## config.mk

```make
export PLATFORM = sky130hd
export DESIGN_NAME = fcap_timer
export DESIGN_NICKNAME = d
export VERILOG_FILES = /design/src/pkg/fcap_pkg.sv /design/src/fcap_sync.sv /design/src/fcap_timer.sv
export SDC_FILE = /design/constraint.sdc
export NUM_CORES = 1
export LEC_CHECK = 0
export CAP_MARGIN = 20
export CORE_MARGIN = 3
export CORE_UTILIZATION = 51
export CTS_BUF_LIST = sky130_fd_sc_hd__clkbuf_8
export DETAILED_ROUTE_END_ITERATION = 6
export DONT_BUFFER_PORTS = 1
export MAX_ROUTING_LAYER = met4
export PLACE_DENSITY = 0.74
export SYNTH_ARGS = -nofsm -noshare
export SYNTH_HDL_FRONTEND = slang
export SYNTH_SLANG_ARGS = --single-unit
export TNS_END_PERCENT = 20
```

## constraint.sdc

```tcl
create_clock -name ref_clk -period 5.85 [get_ports ref_clk]
set_clock_uncertainty 0.05 [all_clocks]
set_input_delay 0.585 -clock ref_clk [delete_from_list [all_inputs] [get_ports ref_clk]]
set_output_delay 0.585 -clock ref_clk [all_outputs]
set_load 0.1 [all_outputs]
```

## src/pkg/fcap_pkg.sv

```systemverilog
// Shared constants and types for the free-running capture timer
package fcap_pkg;

	// Register byte addresses, one 32-bit word each, data in bits 7:0
	localparam logic [7:0] OFF_CR1 = 8'h00;
	localparam logic [7:0] OFF_CR2 = 8'h04;
	localparam logic [7:0] OFF_SR = 8'h08;
	localparam logic [7:0] OFF_CHR = 8'h0C;
	localparam logic [7:0] OFF_CLR = 8'h10;
	localparam logic [7:0] OFF_ALT_COUNT_HIGH_BYTE = 8'h14;
	localparam logic [7:0] OFF_ALT_COUNT_LOW_BYTE = 8'h18;
	localparam logic [7:0] OFF_IC1H = 8'h1C;
	localparam logic [7:0] OFF_IC1L = 8'h20;
	localparam logic [7:0] OFF_IC2H = 8'h24;
	localparam logic [7:0] OFF_IC2L = 8'h28;
	localparam logic [7:0] OFF_CTL = 8'h2C;

	// First control register bits
	localparam int CR1_CAPTURE_IRQ_ENABLE = 7;
	localparam int CR1_OVERFLOW_IRQ_ENABLE = 5;
	localparam int CR1_IEDG1 = 1;
	// Second control register bits
	localparam int CR2_PWM = 5;
	localparam int CR2_OPM = 4;
	localparam int CR2_CC_HI = 3;
	localparam int CR2_CC_LO = 2;
	localparam int CR2_IEDG2 = 1;
	localparam int CR2_EXT_CLOCK_EDGE_SELECT = 0;
	// Status register bits
	localparam int SR_ICF1 = 7;
	localparam int SR_TOF = 5;
	localparam int SR_ICF2 = 4;
	// Core control register bits
	localparam int CTL_MASK = 0;
	localparam int CTL_HALT = 1;

	// Reset, reload and wrap values
	localparam logic [15:0] CNT_RELOAD = 16'hFFFC;
	localparam logic [15:0] CNT_MAX = 16'hFFFF;
	localparam logic [15:0] CNT_ZERO = 16'h0000;
	localparam logic [7:0] CR_RST = 8'h00;
	localparam logic [7:0] CTL_RST = 8'h01;

	// Clock select encodings and prescaler masks
	localparam logic [1:0] CC_DIV4 = 2'h0;
	localparam logic [1:0] CC_DIV2 = 2'h1;
	localparam logic [1:0] CC_DIV8 = 2'h2;
	localparam logic [1:0] CC_EXT = 2'h3;
	localparam logic [2:0] PRE_M2 = 3'h1;
	localparam logic [2:0] PRE_M4 = 3'h3;
	localparam logic [2:0] PRE_M8 = 3'h7;

	// Classic Wishbone request from the master
	typedef struct packed {
		logic cyc;
		logic stb;
		logic we;
		logic [7:0] adr;
		logic [3:0] sel;
		logic [31:0] dat;
	} fcap_wb_req_t;

	// Pin synchroniser state
	typedef struct packed {
		logic [2:0] s;
		logic lvl;
		logic rise;
		logic fall;
	} fcap_sync_t;

	// Whole timer state
	typedef struct packed {
		logic [15:0] cnt;
		logic [2:0] pre;
		logic [7:0] lo_buf;
		logic buf_valid;
		logic overflow_flag;
		logic tof_arm;
		logic [1:0] icf;
		logic [1:0] icf_arm;
		logic [1:0] inhibit;
		logic [1:0][15:0] icr;
		logic [7:0] cr1;
		logic [7:0] cr2;
		logic [7:0] ctl;
		logic ack;
		logic [31:0] rdat;
		logic irq;
	} fcap_state_t;

endpackage : fcap_pkg

```

## src/fcap_sync.sv

```systemverilog
// Three-stage pin synchroniser with agreed-level edge pulses
`timescale 1ns/1ps
`default_nettype none

module fcap_sync (
	// Clock and reset
	input wire logic clk,
	input wire logic rst_n,
	// Raw pin
	input wire logic pin_i,
	// Edge pulses, one cycle each
	output logic rise_o,
	output logic fall_o
);

	fcap_pkg::fcap_sync_t st_q;
	fcap_pkg::fcap_sync_t st_d;

	// Shift chain; level moves only once stages two and three agree
	always_comb begin
		st_d = st_q;
		st_d.s = {st_q.s[1:0], pin_i};
		if (st_q.s[2] == st_q.s[1]) begin
			st_d.lvl = st_q.s[2];
		end
		st_d.rise = st_d.lvl & ~st_q.lvl;
		st_d.fall = ~st_d.lvl & st_q.lvl;
	end

	// State register
	always_ff @(posedge clk or negedge rst_n) begin
		if (!rst_n) begin
			st_q <= '0;
		end else begin
			st_q <= st_d;
		end
	end

	assign rise_o = st_q.rise;
	assign fall_o = st_q.fall;

endmodule : fcap_sync

`default_nettype wire

```

## src/fcap_timer.sv

```systemverilog
// Free-running 16-bit timer with two input captures on a Wishbone slave
//
// How it works
// 16-bit counter on prescaled or external clock
// Low byte write reloads counter to FFFC
// Reset value FFFC, the only reload value
// Both views equal; alternate low never clears overflow
// High byte read freezes low byte buffer
// After pair, low read returns live byte
// Wrap FFFF to 0000 sets overflow flag
// Overflow request needs enable and clear mask
// Overflow cleared by status read, then low access
// Wait ignored; halt freezes the counter
// Clock select 11 picks external pin
// Edge bit picks external clock transition
// External events synchronised before counting
// External clock slower than quarter CPU clock
// Capture copies counter on active pin edge
// Per-channel edge select bit for captures
// Capture sets flag; shared enable raises request
// Capture flag cleared by status read, low read
// High byte read blocks captures until low
// Capture register holds most recent event
// Pulse modes leave only channel two capturing
// Capture pins always feed capture logic
// Bus gives single-strobe byte accesses
`timescale 1ns/1ps
`default_nettype none

module fcap_timer (
	// Clock and reset
	input wire logic ref_clk,
	input wire logic resetn,
	// Wishbone slave
	input wire fcap_pkg::fcap_wb_req_t wb_req,
	output logic wb_ack_o,
	output logic [31:0] wb_dat_o,
	// Timer pins
	input wire logic external_count_pin,
	input wire logic [1:0] capture_input_pin,
	// Timer interrupt request
	output logic timer_irq
);

	logic [1:0] rst_sync_q;
	logic rst_n;
	fcap_pkg::fcap_state_t st_q;
	fcap_pkg::fcap_state_t st_d;
	logic [2:0] pin_raw;
	logic [2:0] pin_rise;
	logic [2:0] pin_fall;
	logic acc;
	logic rd;
	logic wr;
	logic acc_clr;
	logic acc_alt_count_low_byte;
	logic rd_hi;
	logic rd_lo;
	logic reload;
	logic tick;
	logic run_tick;
	logic pulse_mode;
	logic [1:0] cap_ev;
	logic [1:0] cap_ok;
	logic pend;

	// Reset release through two flip-flops
	always_ff @(posedge ref_clk or negedge resetn) begin
		if (!resetn) begin
			rst_sync_q <= 2'h0;
		end else begin
			rst_sync_q <= {rst_sync_q[0], 1'h1};
		end
	end
	assign rst_n = rst_sync_q[1];

	// Pins: bit 0 external clock, bits 2:1 capture inputs
	assign pin_raw = {capture_input_pin, external_count_pin};
	for (genvar gi = 0; gi < 3; gi++) begin : g_sync
		fcap_sync u_sync (
			.clk(ref_clk),
			.rst_n(rst_n),
			.pin_i(pin_raw[gi]),
			.rise_o(pin_rise[gi]),
			.fall_o(pin_fall[gi])
		);
	end

	// Bus decode; one access per strobe since ack blocks a repeat
	// Side effects land at the take edge; ack is registered at that same edge
	// Writes need byte lane 0, reads ignore the lane selects
	assign acc = wb_req.cyc & wb_req.stb & ~st_q.ack;
	assign rd = acc & ~wb_req.we;
	assign wr = acc & wb_req.we & wb_req.sel[0];
	assign acc_clr = acc & (wb_req.adr == fcap_pkg::OFF_CLR);
	assign acc_alt_count_low_byte = acc & (wb_req.adr == fcap_pkg::OFF_ALT_COUNT_LOW_BYTE);
	assign rd_hi = rd & ((wb_req.adr == fcap_pkg::OFF_CHR) | (wb_req.adr == fcap_pkg::OFF_ALT_COUNT_HIGH_BYTE));
	assign rd_lo = rd & (acc_clr | acc_alt_count_low_byte);
	assign reload = wr & (acc_clr | acc_alt_count_low_byte);

	// Timer clock: prescaler taps or synchronised external edge
	always_comb begin
		case (st_q.cr2[fcap_pkg::CR2_CC_HI:fcap_pkg::CR2_CC_LO])
			fcap_pkg::CC_DIV2: tick = (st_q.pre & fcap_pkg::PRE_M2) == fcap_pkg::PRE_M2;
			fcap_pkg::CC_DIV4: tick = (st_q.pre & fcap_pkg::PRE_M4) == fcap_pkg::PRE_M4;
			fcap_pkg::CC_DIV8: tick = (st_q.pre & fcap_pkg::PRE_M8) == fcap_pkg::PRE_M8;
			fcap_pkg::CC_EXT: begin
				tick = st_q.cr2[fcap_pkg::CR2_EXT_CLOCK_EDGE_SELECT] ? pin_rise[0] : pin_fall[0];
			end
			default: tick = 1'h0;
		endcase
	end
	assign run_tick = tick & ~st_q.ctl[fcap_pkg::CTL_HALT];

	// Capture events with per-channel edge selection
	assign cap_ev[0] = st_q.cr1[fcap_pkg::CR1_IEDG1] ? pin_rise[1] : pin_fall[1];
	assign cap_ev[1] = st_q.cr2[fcap_pkg::CR2_IEDG2] ? pin_rise[2] : pin_fall[2];
	assign pulse_mode = st_q.cr2[fcap_pkg::CR2_OPM] | st_q.cr2[fcap_pkg::CR2_PWM];
	assign cap_ok[0] = cap_ev[0] & ~st_q.inhibit[0] & ~pulse_mode;
	assign cap_ok[1] = cap_ev[1] & ~st_q.inhibit[1];

	// Pending timer request before the global mask
	assign pend = (st_q.overflow_flag & st_q.cr1[fcap_pkg::CR1_OVERFLOW_IRQ_ENABLE])
		| ((|st_q.icf) & st_q.cr1[fcap_pkg::CR1_CAPTURE_IRQ_ENABLE]);

	// Next-state logic for the whole timer
	always_comb begin
		logic [7:0] rbyte;
		rbyte = 8'h00;
		st_d = st_q;
		st_d.ack = acc;
		st_d.pre = st_q.ctl[fcap_pkg::CTL_HALT] ? st_q.pre : st_q.pre + 3'h1;

		// Counter: reload beats counting
		if (reload) begin
			st_d.cnt = fcap_pkg::CNT_RELOAD;
		end else if (run_tick) begin
			st_d.cnt = st_q.cnt + 16'h0001;
		end

		// Overflow flag: clear on armed low access, set wins
		if (acc_clr & st_q.tof_arm) begin
			st_d.overflow_flag = 1'h0;
			st_d.tof_arm = 1'h0;
		end
		if (rd & (wb_req.adr == fcap_pkg::OFF_SR)) begin
			st_d.tof_arm = st_q.overflow_flag;
			st_d.icf_arm = st_q.icf;
		end
		if (run_tick & ~reload & (st_q.cnt == fcap_pkg::CNT_MAX)) begin
			st_d.overflow_flag = 1'h1;
		end

		// Capture flag clear by low-byte access after status read
		if (acc & (wb_req.adr == fcap_pkg::OFF_IC1L) & st_q.icf_arm[0]) begin
			st_d.icf[0] = 1'h0;
			st_d.icf_arm[0] = 1'h0;
		end
		if (acc & (wb_req.adr == fcap_pkg::OFF_IC2L) & st_q.icf_arm[1]) begin
			st_d.icf[1] = 1'h0;
			st_d.icf_arm[1] = 1'h0;
		end

		// Capture inhibit from high read until low read
		if (rd & (wb_req.adr == fcap_pkg::OFF_IC1H)) begin
			st_d.inhibit[0] = 1'h1;
		end
		if (rd & (wb_req.adr == fcap_pkg::OFF_IC1L)) begin
			st_d.inhibit[0] = 1'h0;
		end
		if (rd & (wb_req.adr == fcap_pkg::OFF_IC2H)) begin
			st_d.inhibit[1] = 1'h1;
		end
		if (rd & (wb_req.adr == fcap_pkg::OFF_IC2L)) begin
			st_d.inhibit[1] = 1'h0;
		end

		// Captures take the live count; newest overwrites
		for (int i = 0; i < 2; i++) begin
			if (cap_ok[i]) begin
				st_d.icr[i] = st_q.cnt;
				st_d.icf[i] = 1'h1;
			end
		end

		// Low byte buffer for the 16-bit read pair
		if (rd_hi & ~st_q.buf_valid) begin
			st_d.lo_buf = st_q.cnt[7:0];
			st_d.buf_valid = 1'h1;
		end
		if (rd_lo | reload) begin
			st_d.buf_valid = 1'h0;
		end

		// Software-written control
		if (wr & (wb_req.adr == fcap_pkg::OFF_CR1)) begin
			st_d.cr1 = wb_req.dat[7:0];
		end
		if (wr & (wb_req.adr == fcap_pkg::OFF_CR2)) begin
			st_d.cr2 = wb_req.dat[7:0];
		end
		if (wr & (wb_req.adr == fcap_pkg::OFF_CTL)) begin
			st_d.ctl = wb_req.dat[7:0];
		end
		// A pending request wakes the timer from halt
		if (pend) begin
			st_d.ctl[fcap_pkg::CTL_HALT] = 1'h0;
		end

		// Read data; unmapped addresses read zero
		case (wb_req.adr)
			fcap_pkg::OFF_CR1: rbyte = st_q.cr1;
			fcap_pkg::OFF_CR2: rbyte = st_q.cr2;
			fcap_pkg::OFF_SR: begin
				rbyte[fcap_pkg::SR_ICF1] = st_q.icf[0];
				rbyte[fcap_pkg::SR_TOF] = st_q.overflow_flag;
				rbyte[fcap_pkg::SR_ICF2] = st_q.icf[1];
			end
			fcap_pkg::OFF_CHR, fcap_pkg::OFF_ALT_COUNT_HIGH_BYTE: rbyte = st_q.cnt[15:8];
			fcap_pkg::OFF_CLR, fcap_pkg::OFF_ALT_COUNT_LOW_BYTE: begin
				rbyte = st_q.buf_valid ? st_q.lo_buf : st_q.cnt[7:0];
			end
			fcap_pkg::OFF_IC1H: rbyte = st_q.icr[0][15:8];
			fcap_pkg::OFF_IC1L: rbyte = st_q.icr[0][7:0];
			fcap_pkg::OFF_IC2H: rbyte = st_q.icr[1][15:8];
			fcap_pkg::OFF_IC2L: rbyte = st_q.icr[1][7:0];
			fcap_pkg::OFF_CTL: rbyte = st_q.ctl;
			default: rbyte = 8'h00;
		endcase
		st_d.rdat = rd ? {24'h00_0000, rbyte} : 32'h0000_0000;

		// Request only while the global mask is clear
		st_d.irq = pend & ~st_q.ctl[fcap_pkg::CTL_MASK];
	end

	// State register
	always_ff @(posedge ref_clk or negedge rst_n) begin
		if (!rst_n) begin
			st_q <= '0;
			st_q.cnt <= fcap_pkg::CNT_RELOAD;
			st_q.cr1 <= fcap_pkg::CR_RST;
			st_q.cr2 <= fcap_pkg::CR_RST;
			st_q.ctl <= fcap_pkg::CTL_RST;
		end else begin
			st_q <= st_d;
		end
	end

	// Outputs straight from flip-flops
	assign wb_ack_o = st_q.ack;
	assign wb_dat_o = st_q.rdat;
	assign timer_irq = st_q.irq;
endmodule : fcap_timer

`default_nettype wire

```

Word-level counts from Yosys, hierarchy flattened:

Index checks and enable logic that the tools add are counted.

* magnitude comparators: 0
* bitwise gates (word level): 59
* multiplexer cells: 33
* reductions and logical operators: 16
* divide/modulo/power cells: 0
* equality and inequality tests: 20
* $add $sub $neg: 2
* shift-type cells: 0
* $mul: 0

Operators by type and width (count)
* AND 1 bit: 39
* case mux 4 bit (9 select lines): 1
* equality test 8 x 5 -> 1 bit, second input constant: 4
* equality test 8 x 6 -> 1 bit, second input constant: 4
* 2-to-1 mux 16 bit: 2
* nonzero test 2 bit: 11
* 2-to-1 mux 1 bit: 21
* case mux 2 bit (10 select lines): 1
* adder 16 x 1 -> 16 bit, second input constant: 1
* equality test 16 bit, second input constant: 1
* equality test 8 x 4 -> 1 bit, second input constant: 2
* 2-to-1 mux 8 bit: 2
* inverter 1 bit: 15
* case mux 1 bit (10 select lines): 1
* case mux 1 bit (9 select lines): 1
* equality test 8 x 3 -> 1 bit, second input constant: 1
* zero test 8 bit: 1
* equality test 2 bit, second input constant: 3
* 2-to-1 mux 2 bit: 3
* OR reduction 2 bit: 3
* bitwise OR 1 bit: 5
* case mux 1 bit (4 select lines): 1
* adder 3 x 1 -> 3 bit, second input constant: 1
* equality test 1 bit: 3
* 3 further kinds: 3

* word-level logic and storage cells: 164
* ROM bits: 0
* memories kept: 0
* bits in latches: 0
* output and inout port bits: 34
* bits in registers: 122
* input port bits: 52
* memory bits (writable): 0

Longest topological paths before layout:

* depth after elaboration: 9
* gate-level depth with buffers: 7
* gate-level depth less buffers: 6

Modules after synthesis:

A second synthesis with hierarchy kept.

* cells, all modules: 502
* area, all modules: 6019.5 sq um

Modules (own cells, without submodules)
* fcap_timer: seq. area each 2621.3 sq um, cells each 475, times used 1, area an instance 5482.8 sq um
* fcap_sync: seq. area each 150.1 sq um, cells each 9, times used 3, area an instance 178.9 sq um

Worst setup path after synthesis:

Ideal clock, no wire load.

* kind: input port to flip-flop
* start: input wb_req[43] (netlist name)
* end: register st_q[100] (netlist name)
* data arrival time: 2.271 ns
* setup slack: 3.404 ns
* data required time: 5.675 ns
* setup time: 0.125 ns
* stages on the path: 7
* path buffers: 3
* cell sequence: buf_6 -> nor4b_2 -> a22o_1 -> buf_2 -> and3b_1 -> buf_4 -> mux2_2

* longest elaborated chain between the ends: 4
* elaborated cells on any way between the ends: 5
* those cells by class: eq/ne: 2; bitwise: 3

Ends and longest elaborated chain
* start, declared: RTL line fcap_timer.sv:35 `input wire fcap_pkg::fcap_wb_req_t wb_req,`
* equality test 8 x 4 -> 1 bit or equality test 8 x 5 -> 1 bit (tied branches): RTL line fcap_timer.sv:97 `assign rd_hi = rd & ((wb_req.adr == fcap_pkg::OFF_CHR) | (wb_req.adr == fcap_pkg::OFF_ALT_COUNT_HIGH_BYTE));`
* bitwise OR 1 bit *: RTL line fcap_timer.sv:97
* AND 1 bit *: RTL line fcap_timer.sv:97
* AND 1 bit *: RTL line fcap_timer.sv:187 `if (rd_hi & ~st_q.buf_valid) begin`
* end signal, assigned: RTL line fcap_timer.sv:245 `st_q <= st_d;`
* end, declared: RTL line fcap_timer.sv:47 `fcap_pkg::fcap_state_t st_q;`

Mark *: on every way between the ends. The rest lies on a longest branch, timed or not.
A chain may end at the register's enable or synchronous reset.

Worst setup path after layout:

* start: register st_q, in the netlist wb_ack_o
* end: register st_q[103] (netlist name)

* longest elaborated chain between the ends: 5

Ends and longest elaborated chain
* inverter 1 bit: RTL line fcap_timer.sv:92 `assign acc = wb_req.cyc & wb_req.stb & ~st_q.ack;`
* AND 1 bit: RTL line fcap_timer.sv:92
* AND 1 bit: RTL line fcap_timer.sv:93 `assign rd = acc & ~wb_req.we;`
* AND 1 bit: RTL line fcap_timer.sv:97
* AND 1 bit: RTL line fcap_timer.sv:187

Every way passes these cells.

==> key figures <==
Run status
  • Status: complete, no violations

Placement
  • Placed cell areas: 0.00593 mm^2
  • Routability cong.: 0.963
  • Buffers added on ports: 0
  • Hpwl dp: 9.24 mm

Drt
  • Detailed Route WL: 13.7 mm
  • Vias: 4060
  • DR pass1 iterations: 5
  • Final antenna-violating net count: 0
  • # DRC: 0
  • Vias per inst: 6.31
  • Iter 0 DRT Violations: 456
  • WL/cell: 21.3 um

Global route
  • Total Routing Usage GR: 22.6%
  • GR Overflow Total: 0
  • First-pass GRT wire length: 21.8 mm
  • Largest net degree at the start of global routing: 70
  • Vias in the first global route: 3911
  • Initial antenna violation count: 0

Synthesis
  • Count of different cell masters after synthesis: 70
  • Post-synth EDFFs: 0
  • Asr flop ratio synth: 100%
  • Synthesized area: 0.00600 mm^2
  • Dominant synthesized flop cell: dfrtp_1
  • Synthesized flop and latch total: 122
  • Avg Cell Area, Syn: 11.9 um^2
  • Post-synthesis sequential area ratio: 51.2%
  • Post-Synthesis Cells: 503
  • Synth warn: 0

Timing
  • Slew HR: 24.5%
  • Tcrit/Tclk final: 47.4%
  • Fin. Hold Viols: 0
  • Final-report max-slew violation count: 0
  • Fin crit period: 2.77 ns
  • RSZ-0062 raised after global routing: no
  • FMAX: 360 MHz
  • # setup viols final: 0
  • Setup TNS: 0 ns
  • Slew at the pin closest to its max-slew limit: 1.12 ns

Critical path
  • Worst EP required: 6.13 ns
  • CP Class: reg2reg
  • CP endpoint kind: register
  • Worst-path fanout max: 8
  • CP cell instances: nor4bb_1 -> and3b_1 -> mux2_2
  • Max incr delay on CP: 0.90 ns
  • Slowest stage cell, crit path: nor4bb_1
  • CP Data Arrival Time: 3.06 ns
  • Nature of the critical path startpoint: register

Hold path
  • Worst hold path type: in2reg

CTS
  • Cts repair resizes: 0
  • Clk_lat worst skew: 0.45 ns
  • Clock tree from TritonCTS: built
  • CTS max path bufs: 2
  • CTS Buf Count: 17
  • Root buffer cell: clkbuf_8
  • H-tree levels: 4
  • Clock sink total: 122
  • Worst-path clk slew: 0.07 ns

Floorplanning
  • # rows: 38
  • Die height: 114 um
  • Io pins: 86
  • Core area: 0.0112 mm^2
  • Die width: 114 um
  • Die area: 0.0131 mm^2
  • Starting density of the core: 53.7%

Power and ir drop
  • Final Power: 2090 uW
  • Power Dens Cells: 328 mW/mm^2
  • Max VDD drop: 0.000257 V
  • Leak: 0.00262 uW

Final layout
  • FILL cells: 890
  • P&R area growth vs syn: 6.09%
  • Post-route cell area: 0.00637 mm^2
  • Share of cells above drive strength 1: 27.8%
  • Multi-input combinational cell area: 0.00262 mm^2
  • N_diodes: 0
  • Register area: 0.00308 mm^2
  • Post-layout net count: 545

Job
  • Max Cap Viol: 0
[state kept, by name (all words and copies together), names as in the netlist]
| signal | cells |
|---|---|
| st_q | 92 |
| rst_sync_q | 2 |
| g_sync.u_sync.rise_o | 3 |
| g_sync.u_sync.fall_o | 3 |
| wb_ack_o | 1 |
| g_sync.u_sync.st_d | 6 |
| wb_dat_o | 8 |
| timer_irq | 1 |
| g_sync.u_sync.st_q | 6 |
[path summary, 6_finish.rpt]
check,slack [ns],cells after the start,startpoint,end
worst min register to register,0.29,0,g_sync[1].u_sync.st_d[4],g_sync[1].u_sync.st_d[5]
worst min-delay path,0.11,0,external_count_pin,g_sync[0].u_sync.st_d[4]
worst max-delay path,3.08,3,wb_ack_o,st_q[103]
worst max register to register,3.08,3,wb_ack_o,st_q[103]
max in group asynchronous,4.11,1,rst_sync_q[1],wb_dat_o[3]
min in group asynchronous,0.32,0,rst_sync_q[1],g_sync[1].u_sync.st_d[5]
[worst max-delay path, delay by kind of cell, from the launching register on]
kind             cells  cell delay, ns
multiplexers         1            0.39
AND/OR/NAND/NOR      2            1.47
flip-flops           1            0.74
[area by class of cell]
cell class,count,share of cell area (%)
Inverter,7,0.413
Sequential cell,122,48.3
Clock buffer,19,4.11
Clock inverter,13,2.65
Tap cell,140,2.75
Multi-Input combinational cell,337,41.2
Timing Repair Buffer,5,0.629
[metal layers]
metal	global-route usage [%]	routed length [um]	vias to the layer above	share of wire, %
met5	-	0	-	0
met4	7.68	272	0	2.0
met3	6.29	1160	27	8.5
met2	32.4	6140	201	45
met1	31.0	6140	2031	45
li1	-	-	1801	-
[through the flow]
step                      util [%]  std cells  setup slack, ns  hold WS (ns)
after detailed placement      53.1        610             2.83         0.239
after global placement        53.1        610             2.88         0.239
after global routing          57.0        643             2.97        0.0793
after floorplan                  -        526             2.18         0.239
after CTS                     57.0        643             3.10        0.0808
final                         57.0        643             3.08         0.110
[synth_stat cells, drive strengths merged (9+ instances only)]
master	instances	area [um^2]
a21oi	14	70.1
a31oi	9	56.3
buf	46	328
clkbuf	14	53.8
dfrtp	107	2680
dfstp	15	394
mux2	69	777
mux2i	24	240
nand2	16	60.1
nand3	16	80.1
nor2	17	63.8
nor3	11	55.1
o21ai	15	75.1
[power breakdown]
part           internal [uW]  leakage, uW  total (uW)  switching [uW]
logic                    104     0.000914         266             162
clock network            446     0.000205         798             352
registers                933      0.00150        1020            90.2
total                   1480      0.00262        2090             604
[logic make-up (layout without fill, tap and decap cells)]
logic type      Yosys count  count (layout)  share of synthesized area, %
simple gates            124             124                          13.2
flops                   122             122                          51.2
mux                      94              94                          17.3
compound gates           87              87                          10.1
buf+inv                  67              44                          6.79
fa+ha+maj                 6               6                          1.13
other cells               2              25                         0.125
xor+xnor                  1               1                         0.146
[placed cells by master (no fill, tap or decap), types with 6 or more instances in the layout]
cell type,instances
a21oi_1,14
clkbuf_8,19
mux2i_1,24
a22oi_1,6
nor2_1,16
and4_1,6
nand3_1,16
o2bb2ai_1,6
nand2_1,16
conb_1,25
nor3_1,11
o21ai_0,14
inv_1,7
mux2_2,69
dfstp_2,15
a31oi_1,9
a22o_1,7
dfrtp_1,106
[what timing repair did]
action                                 4_1_cts  5_1_grt
endpoints found under the hold margin        2        0
setup buffers                                0        0
hold buffers                                 1        0
(Power assumes the default switching activity.)
